$ cat config.mk
export PLATFORM = sky130hd
export DESIGN_NAME = cmb_ctrl
export DESIGN_NICKNAME = d
export VERILOG_FILES = /design/src/cmb_pkg.sv /design/src/cmb_ctrl.sv
export SDC_FILE = /design/constraint.sdc
export NUM_CORES = 2
export LEC_CHECK = 0
export BUFFER_PORTS_ARGS = -buffer_cell sky130_fd_sc_hd__buf_2
export CORE_AREA = 2 2 288 404
export CTS_CLUSTER_SIZE = 40
export DETAILED_ROUTE_END_ITERATION = 12
export DIE_AREA = 0 0 290 406
export GPL_TIMING_DRIVEN = 0
export PLACE_DENSITY = 0.65
export SYNTH_ARGS = -nofsm -noshare
export SYNTH_HDL_FRONTEND = slang
export SYNTH_SLANG_ARGS = --single-unit
$ cat constraint.sdc
create_clock -name clk_i -period 12.45 [get_ports clk_i]
set_input_delay 2.49 -clock clk_i [delete_from_list [all_inputs] [get_ports clk_i]]
set_output_delay 2.49 -clock clk_i [all_outputs]
set_load 0.005 [all_outputs]
$ cat src/cmb_pkg.sv
package cmb_pkg;

    // Register indices on the 16-bit register port (word addresses)
    localparam logic [4:0] ADDR_FMSEL_LO   = 5'h00;
    localparam logic [4:0] ADDR_FMSEL_HI   = 5'h01;
    localparam logic [4:0] ADDR_MSK0_SID   = 5'h02;
    localparam logic [4:0] ADDR_MSK0_EID   = 5'h03;
    localparam logic [4:0] ADDR_MSK1_SID   = 5'h04;
    localparam logic [4:0] ADDR_MSK1_EID   = 5'h05;
    localparam logic [4:0] ADDR_MSK2_SID   = 5'h06;
    localparam logic [4:0] ADDR_MSK2_EID   = 5'h07;
    localparam logic [4:0] ADDR_FULL_LO    = 5'h08;
    localparam logic [4:0] ADDR_FULL_HI    = 5'h09;
    localparam logic [4:0] ADDR_OVF_LO     = 5'h0A;
    localparam logic [4:0] ADDR_OVF_HI     = 5'h0B;
    localparam logic [4:0] ADDR_TRCON0     = 5'h0C;
    localparam logic [4:0] ADDR_FLT_EN     = 5'h10;
    localparam logic [4:0] ADDR_FLT_PTR0   = 5'h11;
    localparam logic [4:0] ADDR_FLT_SID0   = 5'h15;
    localparam logic [4:0] ADDR_FLT_EID0   = 5'h16;

    // Field positions in mask and filter STANDARD_IDENTIFIER words
    localparam int SID_LSB      = 5;
    localparam int IDTYPE_BIT   = 3;
    localparam int EIDHI_MSB    = 1;

    // Field positions in a buffer control byte
    localparam int CTL_DIR      = 7;
    localparam int CTL_ABT      = 6;
    localparam int CTL_LARB     = 5;
    localparam int CTL_ERR      = 4;
    localparam int CTL_REQ      = 3;
    localparam int CTL_RTR      = 2;

    // Reset values and identifier write mask
    localparam logic [15:0] RST_ZERO    = 16'h0000;
    localparam logic [15:0] RST_FLT_EN  = 16'hFFFF;
    localparam logic [15:0] SID_WMASK   = 16'hFFEB;

    // Mask source selector codes and FIFO pointer code
    localparam logic [1:0] MSRC_SET0    = 2'h0;
    localparam logic [1:0] MSRC_SET1    = 2'h1;
    localparam logic [1:0] MSRC_SET2    = 2'h2;
    localparam logic [3:0] PTR_FIFO     = 4'hF;

    // Received frame header from the protocol engine
    typedef struct packed {
        logic [10:0] standard_identifier;
        logic [17:0] extended_identifier;
        logic        ext;
        logic        rtr;
    } cmb_frame_t;

    // Per-buffer outcome of a transmit attempt
    typedef struct packed {
        logic       done;
        logic       aborted;
        logic       lost_arb;
        logic       bus_err;
        logic [2:0] buf_idx;
    } cmb_tx_result_t;

endpackage

$ cat src/cmb_ctrl.sv
`timescale 1ns/1ps
`default_nettype none
// Overview of operation
// - Per filter 2-bit mask source: 00 set 0, 01 set 1, 10 set 2, 11 reserved.
// - Filters 8..15 selectors in second register, filter 15 at top pair.
// - Standard mask bit one compares identifier bit, zero makes it don't-care.
// - Eighteen extended mask bits include or exclude their identifier bit.
// - Type bit one: frame type must equal the filter's extended select.
// - Type bit zero: both frame types accepted if compared bits match.
// - Three independent mask sets, each a standard and an extended word.
// - Store into buffer sets its full flag; 32 flags in two registers.
// - Store into still-full buffer sets its overflow flag.
// - Direction bit: one transmit, zero receive, resets zero.
// - Aborted status set on abort, read-only, clear on success.
// - Lost-arbitration status set when message loses arbitration.
// - Transmit-error status set on bus error while sending.
// - All three status bits clear when send request becomes set.
// - Software sets send request; hardware clears it on success.
// - Zero written to a set send request asks for abort.
// - Auto-remote enable with matching remote frame sets send request, in a transmit buffer only.
// - Two-bit priority per buffer, 11 highest, 00 lowest.
// - Control register pairs even buffer low byte, odd buffer high byte.
// - Identifier, length, payload, status words live in DMA RAM.
// - Each compared identifier bit must equal the filter's stored bit.
// - With type bit set, extended select one matches extended only.
// - A filter takes part only while its enable bit is one.
// - Four-bit buffer pointer steers hit to buffer 0..14, 1111 to FIFO.

// Register word map
// 00 mask select, filters 0-7
// 01 mask select, filters 8-15
// 02 mask set 0 standard word
// 03 mask set 0 extended word
// 04 mask set 1 standard word
// 05 mask set 1 extended word
// 06 mask set 2 standard word
// 07 mask set 2 extended word
// 08 full flags, buffers 0-15
// 09 full flags, buffers 16-31
// 0A overflow flags, 0-15
// 0B overflow flags, 16-31
// 0C-0F buffer pair control
// 10 filter enables
// 11-14 buffer pointers
// 15 filter standard word
// 16 filter extended word
// 17 filter index, bits 3:0
// 18-1F unmapped, read zero
// Filter words are write only
// Control byte: 7 direction,
// 6:4 status, 3 request,
// 2 remote reply, 1:0 priority
module cmb_ctrl
    import cmb_pkg::*;
#(
    parameter int NUM_FLT = 16,
    parameter int NUM_TRB = 8
) (
    input  wire logic                clk_i,
    input  wire logic                nrst_i,
    input  wire logic [4:0]          addr_i,
    input  wire logic [15:0]         wdata_i,
    input  wire logic                wr_i,
    input  wire logic                rd_i,
    output logic      [15:0]         rdata_o,
    input  wire logic                frm_valid_i,
    input  wire cmb_pkg::cmb_frame_t frm_i,
    input  wire logic                store_i,
    input  wire logic [4:0]          store_buf_i,
    input  wire cmb_pkg::cmb_tx_result_t tx_res_i,
    output logic                     hit_o,
    output logic      [3:0]          hit_filter_o,
    output logic      [3:0]          hit_ptr_o,
    output logic      [NUM_TRB-1:0]  tx_req_o,
    output logic      [NUM_TRB-1:0]  tx_abort_o,
    output logic      [2*NUM_TRB-1:0] tx_pri_o,
    output logic      [NUM_TRB-1:0]  tx_dir_o
);
    import cmb_pkg::*;

    // Register map holds only 16 filters and 8 control buffers
    if (NUM_FLT != 16 || NUM_TRB != 8) begin : g_bad_size
        $error("cmb_ctrl supports 16 filters and 8 buffers only");
    end

    // Software-visible storage
    logic [31:0] fmsel_q;
    logic [15:0] msk_sid_q [3];
    logic [15:0] msk_eid_q [3];
    logic [15:0] flt_en_q;
    logic [63:0] flt_ptr_q;
    logic [15:0] flt_sid_q [16];
    logic [15:0] flt_eid_q [16];
    logic [31:0] full_q;
    logic [31:0] full_d;
    logic [31:0] ovf_q;
    logic [31:0] ovf_d;
    // Per-buffer control bytes
    logic [7:0]  ctl_q [8];
    logic [7:0]  ctl_d [8];
    logic [15:0] rdata_q;
    logic        hit_q;
    logic [3:0]  hit_flt_q;
    logic [3:0]  hit_ptr_q;
    logic [7:0]  abort_q;

    // Write decode
    wire wr_fmlo  = wr_i && addr_i == ADDR_FMSEL_LO;
    wire wr_fmhi  = wr_i && addr_i == ADDR_FMSEL_HI;
    wire wr_fulo  = wr_i && addr_i == ADDR_FULL_LO;
    wire wr_fuhi  = wr_i && addr_i == ADDR_FULL_HI;
    wire wr_ovlo  = wr_i && addr_i == ADDR_OVF_LO;
    wire wr_ovhi  = wr_i && addr_i == ADDR_OVF_HI;
    wire wr_fen   = wr_i && addr_i == ADDR_FLT_EN;
    wire wr_ctl   = wr_i && addr_i[4:2] == ADDR_TRCON0[4:2];
    wire [1:0] ctl_pair = addr_i[1:0];
    // Filter window: STANDARD_IDENTIFIER, EXTENDED_IDENTIFIER, then index; words above it are unmapped
    wire [4:0] flt_off  = 5'(addr_i - ADDR_FLT_SID0);
    wire       fid_wr   = wr_i && addr_i >= ADDR_FLT_SID0 &&
                          flt_off <= 5'h02;

    // Per-filter acceptance compare
    logic [15:0] flt_hit;
    genvar f;
    generate
        for (f = 0; f < 16; f++) begin : g_flt
            wire [1:0]  sel  = fmsel_q[2*f +: 2];
            // Selector 11 turns the filter off
            wire        sel_ok = sel != 2'h3;
            wire [1:0]  si   = (sel == MSRC_SET1) ? 2'd1 :
                               (sel == MSRC_SET2) ? 2'd2 : 2'd0;
            wire [15:0] ms   = msk_sid_q[si];
            wire [15:0] me   = msk_eid_q[si];
            wire [15:0] fs   = flt_sid_q[f];
            wire [15:0] fe   = flt_eid_q[f];
            wire [10:0] sidm = ms[15:SID_LSB];
            wire [17:0] eidm = {ms[EIDHI_MSB:0], me};
            // Masked compare: a zero mask bit is a don't-care
            wire sid_eq = ((fs[15:SID_LSB] ^ frm_i.standard_identifier) & sidm) == 11'h000;
            wire eid_eq = ((({fs[EIDHI_MSB:0], fe}) ^ frm_i.extended_identifier) & eidm) == 18'h00000;
            wire id_eq  = sid_eq && (!frm_i.ext || eid_eq);
            // Type check only when the mask asks for it
            wire type_ok = !ms[IDTYPE_BIT] || (fs[IDTYPE_BIT] == frm_i.ext);
            assign flt_hit[f] = flt_en_q[f] && sel_ok && id_eq && type_ok;
        end
    endgenerate

    // Lowest numbered enabled filter wins
    logic [3:0] win_idx;
    logic       any_hit;
    always_comb begin
        win_idx = 4'h0;
        any_hit = 1'b0;
        // Downward scan leaves the lowest hit
        for (int i = 15; i >= 0; i--) begin
            if (flt_hit[i]) begin
                win_idx = 4'(i);
                any_hit = 1'b1;
            end
        end
    end
    // Pointer of the winning filter
    wire [3:0] win_ptr = flt_ptr_q[4*win_idx +: 4];

    // Full and overflow flags; a store in the clearing cycle wins
    always_comb begin
        full_d = full_q;
        ovf_d  = ovf_q;
        // Write zero clears, write one keeps
        if (wr_fulo) begin
            full_d[15:0]  = full_q[15:0]  & wdata_i;
        end
        if (wr_fuhi) begin
            full_d[31:16] = full_q[31:16] & wdata_i;
        end
        if (wr_ovlo) begin
            ovf_d[15:0]   = ovf_q[15:0]   & wdata_i;
        end
        if (wr_ovhi) begin
            ovf_d[31:16]  = ovf_q[31:16]  & wdata_i;
        end
        // Store applied last so it beats a same-cycle clear
        if (store_i) begin
            if (full_q[store_buf_i]) begin
                ovf_d[store_buf_i] = 1'b1;
            end
            full_d[store_buf_i] = 1'b1;
        end
    end

    // Buffer control bytes: software writes, engine outcomes, remote replies
    genvar b;
    generate
        for (b = 0; b < 8; b++) begin : g_buf
            wire       wsel  = wr_ctl && ctl_pair == 2'(b / 2);
            wire [7:0] wbyte = (b % 2 == 1) ? wdata_i[15:8] : wdata_i[7:0];
            // Remote reply needs a transmit buffer
            wire       rtr_hit = any_hit && frm_valid_i && frm_i.rtr &&
                                 win_ptr == 4'(b) && ctl_q[b][CTL_RTR] &&
                                 ctl_q[b][CTL_DIR];
            wire       res   = tx_res_i.buf_idx == 3'(b);
            always_comb begin
                ctl_d[b] = ctl_q[b];
                if (wsel) begin
                    ctl_d[b][CTL_DIR] = wbyte[CTL_DIR];
                    ctl_d[b][CTL_RTR] = wbyte[CTL_RTR];
                    ctl_d[b][1:0]     = wbyte[1:0];
                    ctl_d[b][CTL_REQ] = wbyte[CTL_REQ];
                end
                // Engine outcomes come after the write, so they win
                if (res && tx_res_i.aborted) begin
                    ctl_d[b][CTL_ABT]  = 1'b1;
                end
                if (res && tx_res_i.lost_arb) begin
                    ctl_d[b][CTL_LARB] = 1'b1;
                end
                if (res && tx_res_i.bus_err) begin
                    ctl_d[b][CTL_ERR]  = 1'b1;
                end
                if (res && (tx_res_i.done || tx_res_i.aborted)) begin
                    ctl_d[b][CTL_REQ] = 1'b0;
                end
                if (res && tx_res_i.done) begin
                    ctl_d[b][CTL_ABT] = 1'b0;
                end
                // Remote reply set wins over both
                if (rtr_hit) begin
                    ctl_d[b][CTL_REQ] = 1'b1;
                end
                if (ctl_d[b][CTL_REQ] && !ctl_q[b][CTL_REQ]) begin
                    ctl_d[b][6:4] = 3'h0;
                end
            end
            // Control byte and abort pulse
            always_ff @(posedge clk_i or negedge nrst_i) begin
                if (!nrst_i) begin
                    ctl_q[b]   <= RST_ZERO[7:0];
                    abort_q[b] <= 1'b0;
                end else begin
                    ctl_q[b]   <= ctl_d[b];
                    // One-cycle pulse; the engine latches it
                    abort_q[b] <= wsel && ctl_q[b][CTL_REQ] && !wbyte[CTL_REQ];
                end
            end
            // Outputs straight from the control flops
            assign tx_req_o[b]          = ctl_q[b][CTL_REQ];
            assign tx_dir_o[b]          = ctl_q[b][CTL_DIR];
            assign tx_pri_o[2*b +: 2]   = ctl_q[b][1:0];
            assign tx_abort_o[b]        = abort_q[b];
        end
    endgenerate

    // Read mux; unmapped words read zero
    logic [15:0] rmux;
    always_comb begin
        rmux = 16'h0000;
        case (addr_i)
            ADDR_FMSEL_LO: rmux = fmsel_q[15:0];
            ADDR_FMSEL_HI: rmux = fmsel_q[31:16];
            ADDR_MSK0_SID: rmux = msk_sid_q[0];
            ADDR_MSK0_EID: rmux = msk_eid_q[0];
            ADDR_MSK1_SID: rmux = msk_sid_q[1];
            ADDR_MSK1_EID: rmux = msk_eid_q[1];
            ADDR_MSK2_SID: rmux = msk_sid_q[2];
            ADDR_MSK2_EID: rmux = msk_eid_q[2];
            ADDR_FULL_LO:  rmux = full_q[15:0];
            ADDR_FULL_HI:  rmux = full_q[31:16];
            ADDR_OVF_LO:   rmux = ovf_q[15:0];
            ADDR_OVF_HI:   rmux = ovf_q[31:16];
            ADDR_FLT_EN:   rmux = flt_en_q;
            default: begin
                // Both bytes of the pair in one word
                if (wr_ctl || addr_i[4:2] == ADDR_TRCON0[4:2]) begin
                    rmux = {ctl_q[2*ctl_pair+1], ctl_q[2*ctl_pair]};
                end else if (addr_i >= ADDR_FLT_PTR0 && addr_i < ADDR_FLT_SID0) begin
                    rmux = flt_ptr_q[16*(addr_i - ADDR_FLT_PTR0) +: 16];
                end
            end
        endcase
    end

    // Mask, filter and flag storage
    always_ff @(posedge clk_i or negedge nrst_i) begin
        if (!nrst_i) begin
            fmsel_q  <= {RST_ZERO, RST_ZERO};
            // Filters come out of reset enabled
            flt_en_q <= RST_FLT_EN;
            flt_ptr_q <= {4{RST_ZERO}};
            full_q   <= {RST_ZERO, RST_ZERO};
            ovf_q    <= {RST_ZERO, RST_ZERO};
            for (int i = 0; i < 3; i++) begin
                msk_sid_q[i] <= RST_ZERO;
                msk_eid_q[i] <= RST_ZERO;
            end
        end else begin
            full_q <= full_d;
            ovf_q  <= ovf_d;
            if (wr_fmlo) begin
                fmsel_q[15:0]  <= wdata_i;
            end
            if (wr_fmhi) begin
                fmsel_q[31:16] <= wdata_i;
            end
            if (wr_fen) begin
                flt_en_q <= wdata_i;
            end
            if (wr_i && addr_i >= ADDR_FLT_PTR0 && addr_i < ADDR_FLT_SID0) begin
                flt_ptr_q[16*(addr_i - ADDR_FLT_PTR0) +: 16] <= wdata_i;
            end
            // Unimplemented STANDARD_IDENTIFIER bits stay zero
            for (int i = 0; i < 3; i++) begin
                if (wr_i && addr_i == 5'(ADDR_MSK0_SID + 2*i)) begin
                    msk_sid_q[i] <= wdata_i & SID_WMASK;
                end
                if (wr_i && addr_i == 5'(ADDR_MSK0_EID + 2*i)) begin
                    msk_eid_q[i] <= wdata_i;
                end
            end
        end
    end

    // Filter identifiers are written through one indexed window pair
    // Index holds until rewritten
    logic [3:0] fid_idx_q;
    always_ff @(posedge clk_i or negedge nrst_i) begin
        if (!nrst_i) begin
            fid_idx_q <= 4'h0;
            for (int i = 0; i < 16; i++) begin
                flt_sid_q[i] <= RST_ZERO;
                flt_eid_q[i] <= RST_ZERO;
            end
        end else if (fid_wr) begin
            if (flt_off == 5'h00) begin
                flt_sid_q[fid_idx_q] <= wdata_i & SID_WMASK;
            end
            if (flt_off == 5'h01) begin
                flt_eid_q[fid_idx_q] <= wdata_i;
            end
            if (flt_off == 5'h02) begin
                fid_idx_q <= wdata_i[3:0];
            end
        end
    end

    // Limitation: one frame header per cycle
    // Registered outputs: read data one cycle after strobe, hit result
    always_ff @(posedge clk_i or negedge nrst_i) begin
        if (!nrst_i) begin
            rdata_q   <= RST_ZERO;
            hit_q     <= 1'b0;
            hit_flt_q <= 4'h0;
            hit_ptr_q <= 4'h0;
        end else begin
            rdata_q   <= rd_i ? rmux : RST_ZERO;
            hit_q     <= frm_valid_i && any_hit;
            // Filter and pointer hold until the next frame
            if (frm_valid_i) begin
                hit_flt_q <= win_idx;
                hit_ptr_q <= win_ptr;
            end
        end
    end

    assign rdata_o      = rdata_q;
    assign hit_o        = hit_q;
    assign hit_filter_o = hit_flt_q;
    assign hit_ptr_o    = hit_ptr_q;

endmodule
`default_nettype wire

==> flow_summary.toml <==
[drt]
wire_per_inst_um = 50.09
drt_iter0_drc = 8494
vias = 51670
drc = 0
drtPass1Iterations = 9
avgViaCountPerCell = 7.682
ant_nets = 0
wirelength_um = 336900

[clock_network]
cts_buffer_depth = 3
clk_pin_slew_ns = 0.06
cts_setup_buffers = 0
tritoncts = "built"
numCtsBuffers = 93
cts_max_level = 3
postCtsResizedCells = 0
cts_hold_buf = 0
numClockSinks = 847
root_buffer = "clkbuf_16"
insertion_delay_ns = 0.84

[global_route]
antenna_found_initial = 57
grt_pass1_wl_um = 441100
grt_max_degree = 123
grt_usage_pct = 56.17
first_global_vias = 48840
grt.overflow.total = 0

[yosys]
synth_ff_type = "dfrtp_1"
yosysTopAreaCellShare_pct = 39.83
synth_area_um2 = 52210
yosysWarnings = 0
syn_nets = 4992
yosysTopAreaCell = "dfrtp_1"
synth_edf_count = 0
yosys-top-cells-area = "dfrtp_1 (40%), mux2_2 (16%), xor2_1 (6.7%)"
avgSynthCellArea_um2 = 10.64
synth_seq_area_share_pct = 40.64
ys_seq_elements = 847
syn_inst = 4908
synthArstFlopShare_pct = 100.0
yosysUniqueCellTypes = 103

[worst_setup_path]
path_class = "primary input to register"
cp.required_ns = 13.16
critPathArrivalTime_ns = 11.11
path_buf_inv = 4
critical_path.max_fanout = 10
cp_top_family = "buffers and inverters"
r2r_slack_ns = 3.96
r2r_end = "tx_req_o[6]$_DFF_PN0_"
worstSetupStartpointType = "primary input"
slowest_delay_ns = 1.64
endpoint_kind = "register"
crit_chain = "buf_2 > buf_1 > clkinv_1 > a41oi_1 > and4b_1 > nor2_1 > nand2_1 > a21oi_2 > buf_2 > mux2i_1 > mux2i_1 > a311oi_4 > nand2_2 > nor2_1 > a32o_1"
r2r.worst_path.cells = 20
rr_startpoint = "fmsel_q[12]$_DFFE_PN0P_"
worst_path_max_delay_cell = "clkinv_1"

[floorplan]
io_pins = 135
die_w_um = 290
rows = 147
core_area_um2 = 114200
initial_core_util_pct = 45.71
die_h_um = 406
die_area_um2 = 117700

[pwr]
p_leak_nw = 25.63
max-vdd-ir-drop_uv = 124.4
p_per_area_nw_per_um2 = 179.8
power.total_w = 0.01050

[timing]
skew_ns = 0.07821
finalCriticalPeriod_ns = 10.40
setup_viol = 0
tightest_slew_ns = 1.725
holdWs_ns = 0.4986
max_freq_mhz = 96.15
setup_slack_ns = 2.050
period_share_pct = 83.54
drv_slew = 373
max-slew-margin-rel_pct = -15.02
rsz0062_at_grt = "false"
finalHoldViolations = 0

[flow_run]
max-cap-violations = 48

[final_layout]
syn_to_final_growth_pct = 11.90
layout_common_cells = "dfrtp_1 (831), mux2_2 (732), clkbuf_1 (404)"
fill_cells = 10470
final_common_cell = "dfrtp_1"
drive_gt1_share_pct = 26.36
nets = 5196

[placed_design]
globalplace.congestion = 1.131
io_buffers = 91
dp_hpwl_um = 240800
pre_cts_ws_ns = 2.149

[min_path]
worstHoldStart = "ctl_q[53]$_DFFE_PN0P_"
min_path_cells = 2
min_path_type = "register to register"
whs_endpoint = "ctl_q[53]$_DFFE_PN0P_"

[run_status]
violations = "max-capacitance violations, max-slew violations"
status = "finished, violations left"
[logic make-up after synthesis]
logic type | after synthesis | synth area share [%]
buf+inv | 638 | 5.081
compound gates | 1264 | 18.68
mux | 846 | 18.94
xor+xnor | 492 | 8.254
flops | 847 | 40.64
fa+ha+maj | 14 | 0.3355
simple gates | 807 | 8.079
[metal layers]
layer / vias to the layer above / track usage (%) / share of wire (%)
li1: 18940 / - / -
met1: 26060 / 60.87 / 33
met2: 4871 / 78.41 / 40
met3: 1792 / 24.61 / 13
met4: 12 / 60.81 / 14
met5: - / 0.9508 / 0.072
[where the power goes]
part	switching (W)	internal, W
clock	0.00133	0.00185
combinational	0.00297	0.00107
sequential	0.000260	0.00302
[cell type report]
cell class              instances  area [um2]  share of cell area, %
multi-input cells            3423       28370                  48.56
flip-flops and latches        847       21220                  36.31
clock buffers                 129        2746                  4.701
plain buffers                 579        2475                  4.236
well taps                    1490        1864                  3.191
repair buffers                109       784.5                  1.343
clock inverters                39       614.3                  1.052
inverters                      59       221.5                 0.3791
diodes                         52       130.1                 0.2227
[worst max path at each step]
stage | depth (start not counted) | slack [ns] | end | startpoint
2_1_floorplan | 18 | 5.46 | flt_ptr_q[40]$_DFFE_PN0P_ | addr_i[1]
3_3_place_gp | 1 | -9.69 | g_flt[7].fe[2]$_DFFE_PN0P_ | nrst_i
3_5_place_dp | 16 | 2.15 | tx_req_o[6]$_DFF_PN0_ | frm_i[1]
4_1_cts | 16 | 2.89 | tx_req_o[6]$_DFF_PN0_ | frm_i[1]
5_1_grt | 15 | 2.46 | tx_req_o[6]$_DFF_PN0_ | frm_i[1]
6_report | 15 | 2.05 | tx_req_o[6]$_DFF_PN0_ | frm_i[1]
[synth_stat cells, types with 94 or more instances]
| cell type | number |
|---|---|
| o22ai_1 | 156 |
| xnor2_1 | 94 |
| o221ai_1 | 199 |
| mux2_2 | 732 |
| clkbuf_1 | 422 |
| nand2_1 | 184 |
| dfrtp_1 | 831 |
| a21oi_1 | 100 |
| o221a_2 | 119 |
| xor2_1 | 398 |
| o21ai_0 | 217 |
| nor2_1 | 192 |
[worst register-to-register path, delay by kind of cell, from the launching register on]
kind	cells	cell delay, ns
mux	2	0.41
flops	1	0.32
simple gates	6	1.80
buf+inv	5	2.23
compound gates	7	3.64
[sequential cells by signal (all words and copies together) (netlist names)]
signal	flops
hit_o	1
msk_sid_q	42
flt_en_q	16
rdata_o	16
tx_pri_o	16
fid_idx_q	4
tx_dir_o	8
tx_abort_o	8
msk_eid_q	48
ovf_q	32
full_q	32
flt_ptr_q	64
hit_filter_o	4
hit_ptr_o	4
g_flt.fs	224
tx_req_o	8
fmsel_q	32
ctl_q	32
g_flt.fe	256
[per-stage QoR]
stage	area (um2)	cells	setup TNS [ns]	utilization, %
floorplan	52210	4908	0	-
global placement	54530	6489	-8007.24	47.74
detailed placement	54870	6505	0	48.04
CTS	58230	6673	0	50.99
global route	58310	6682	0	51.05
finish	58420	6727	0	51.15
(Power assumes the default switching activity.)
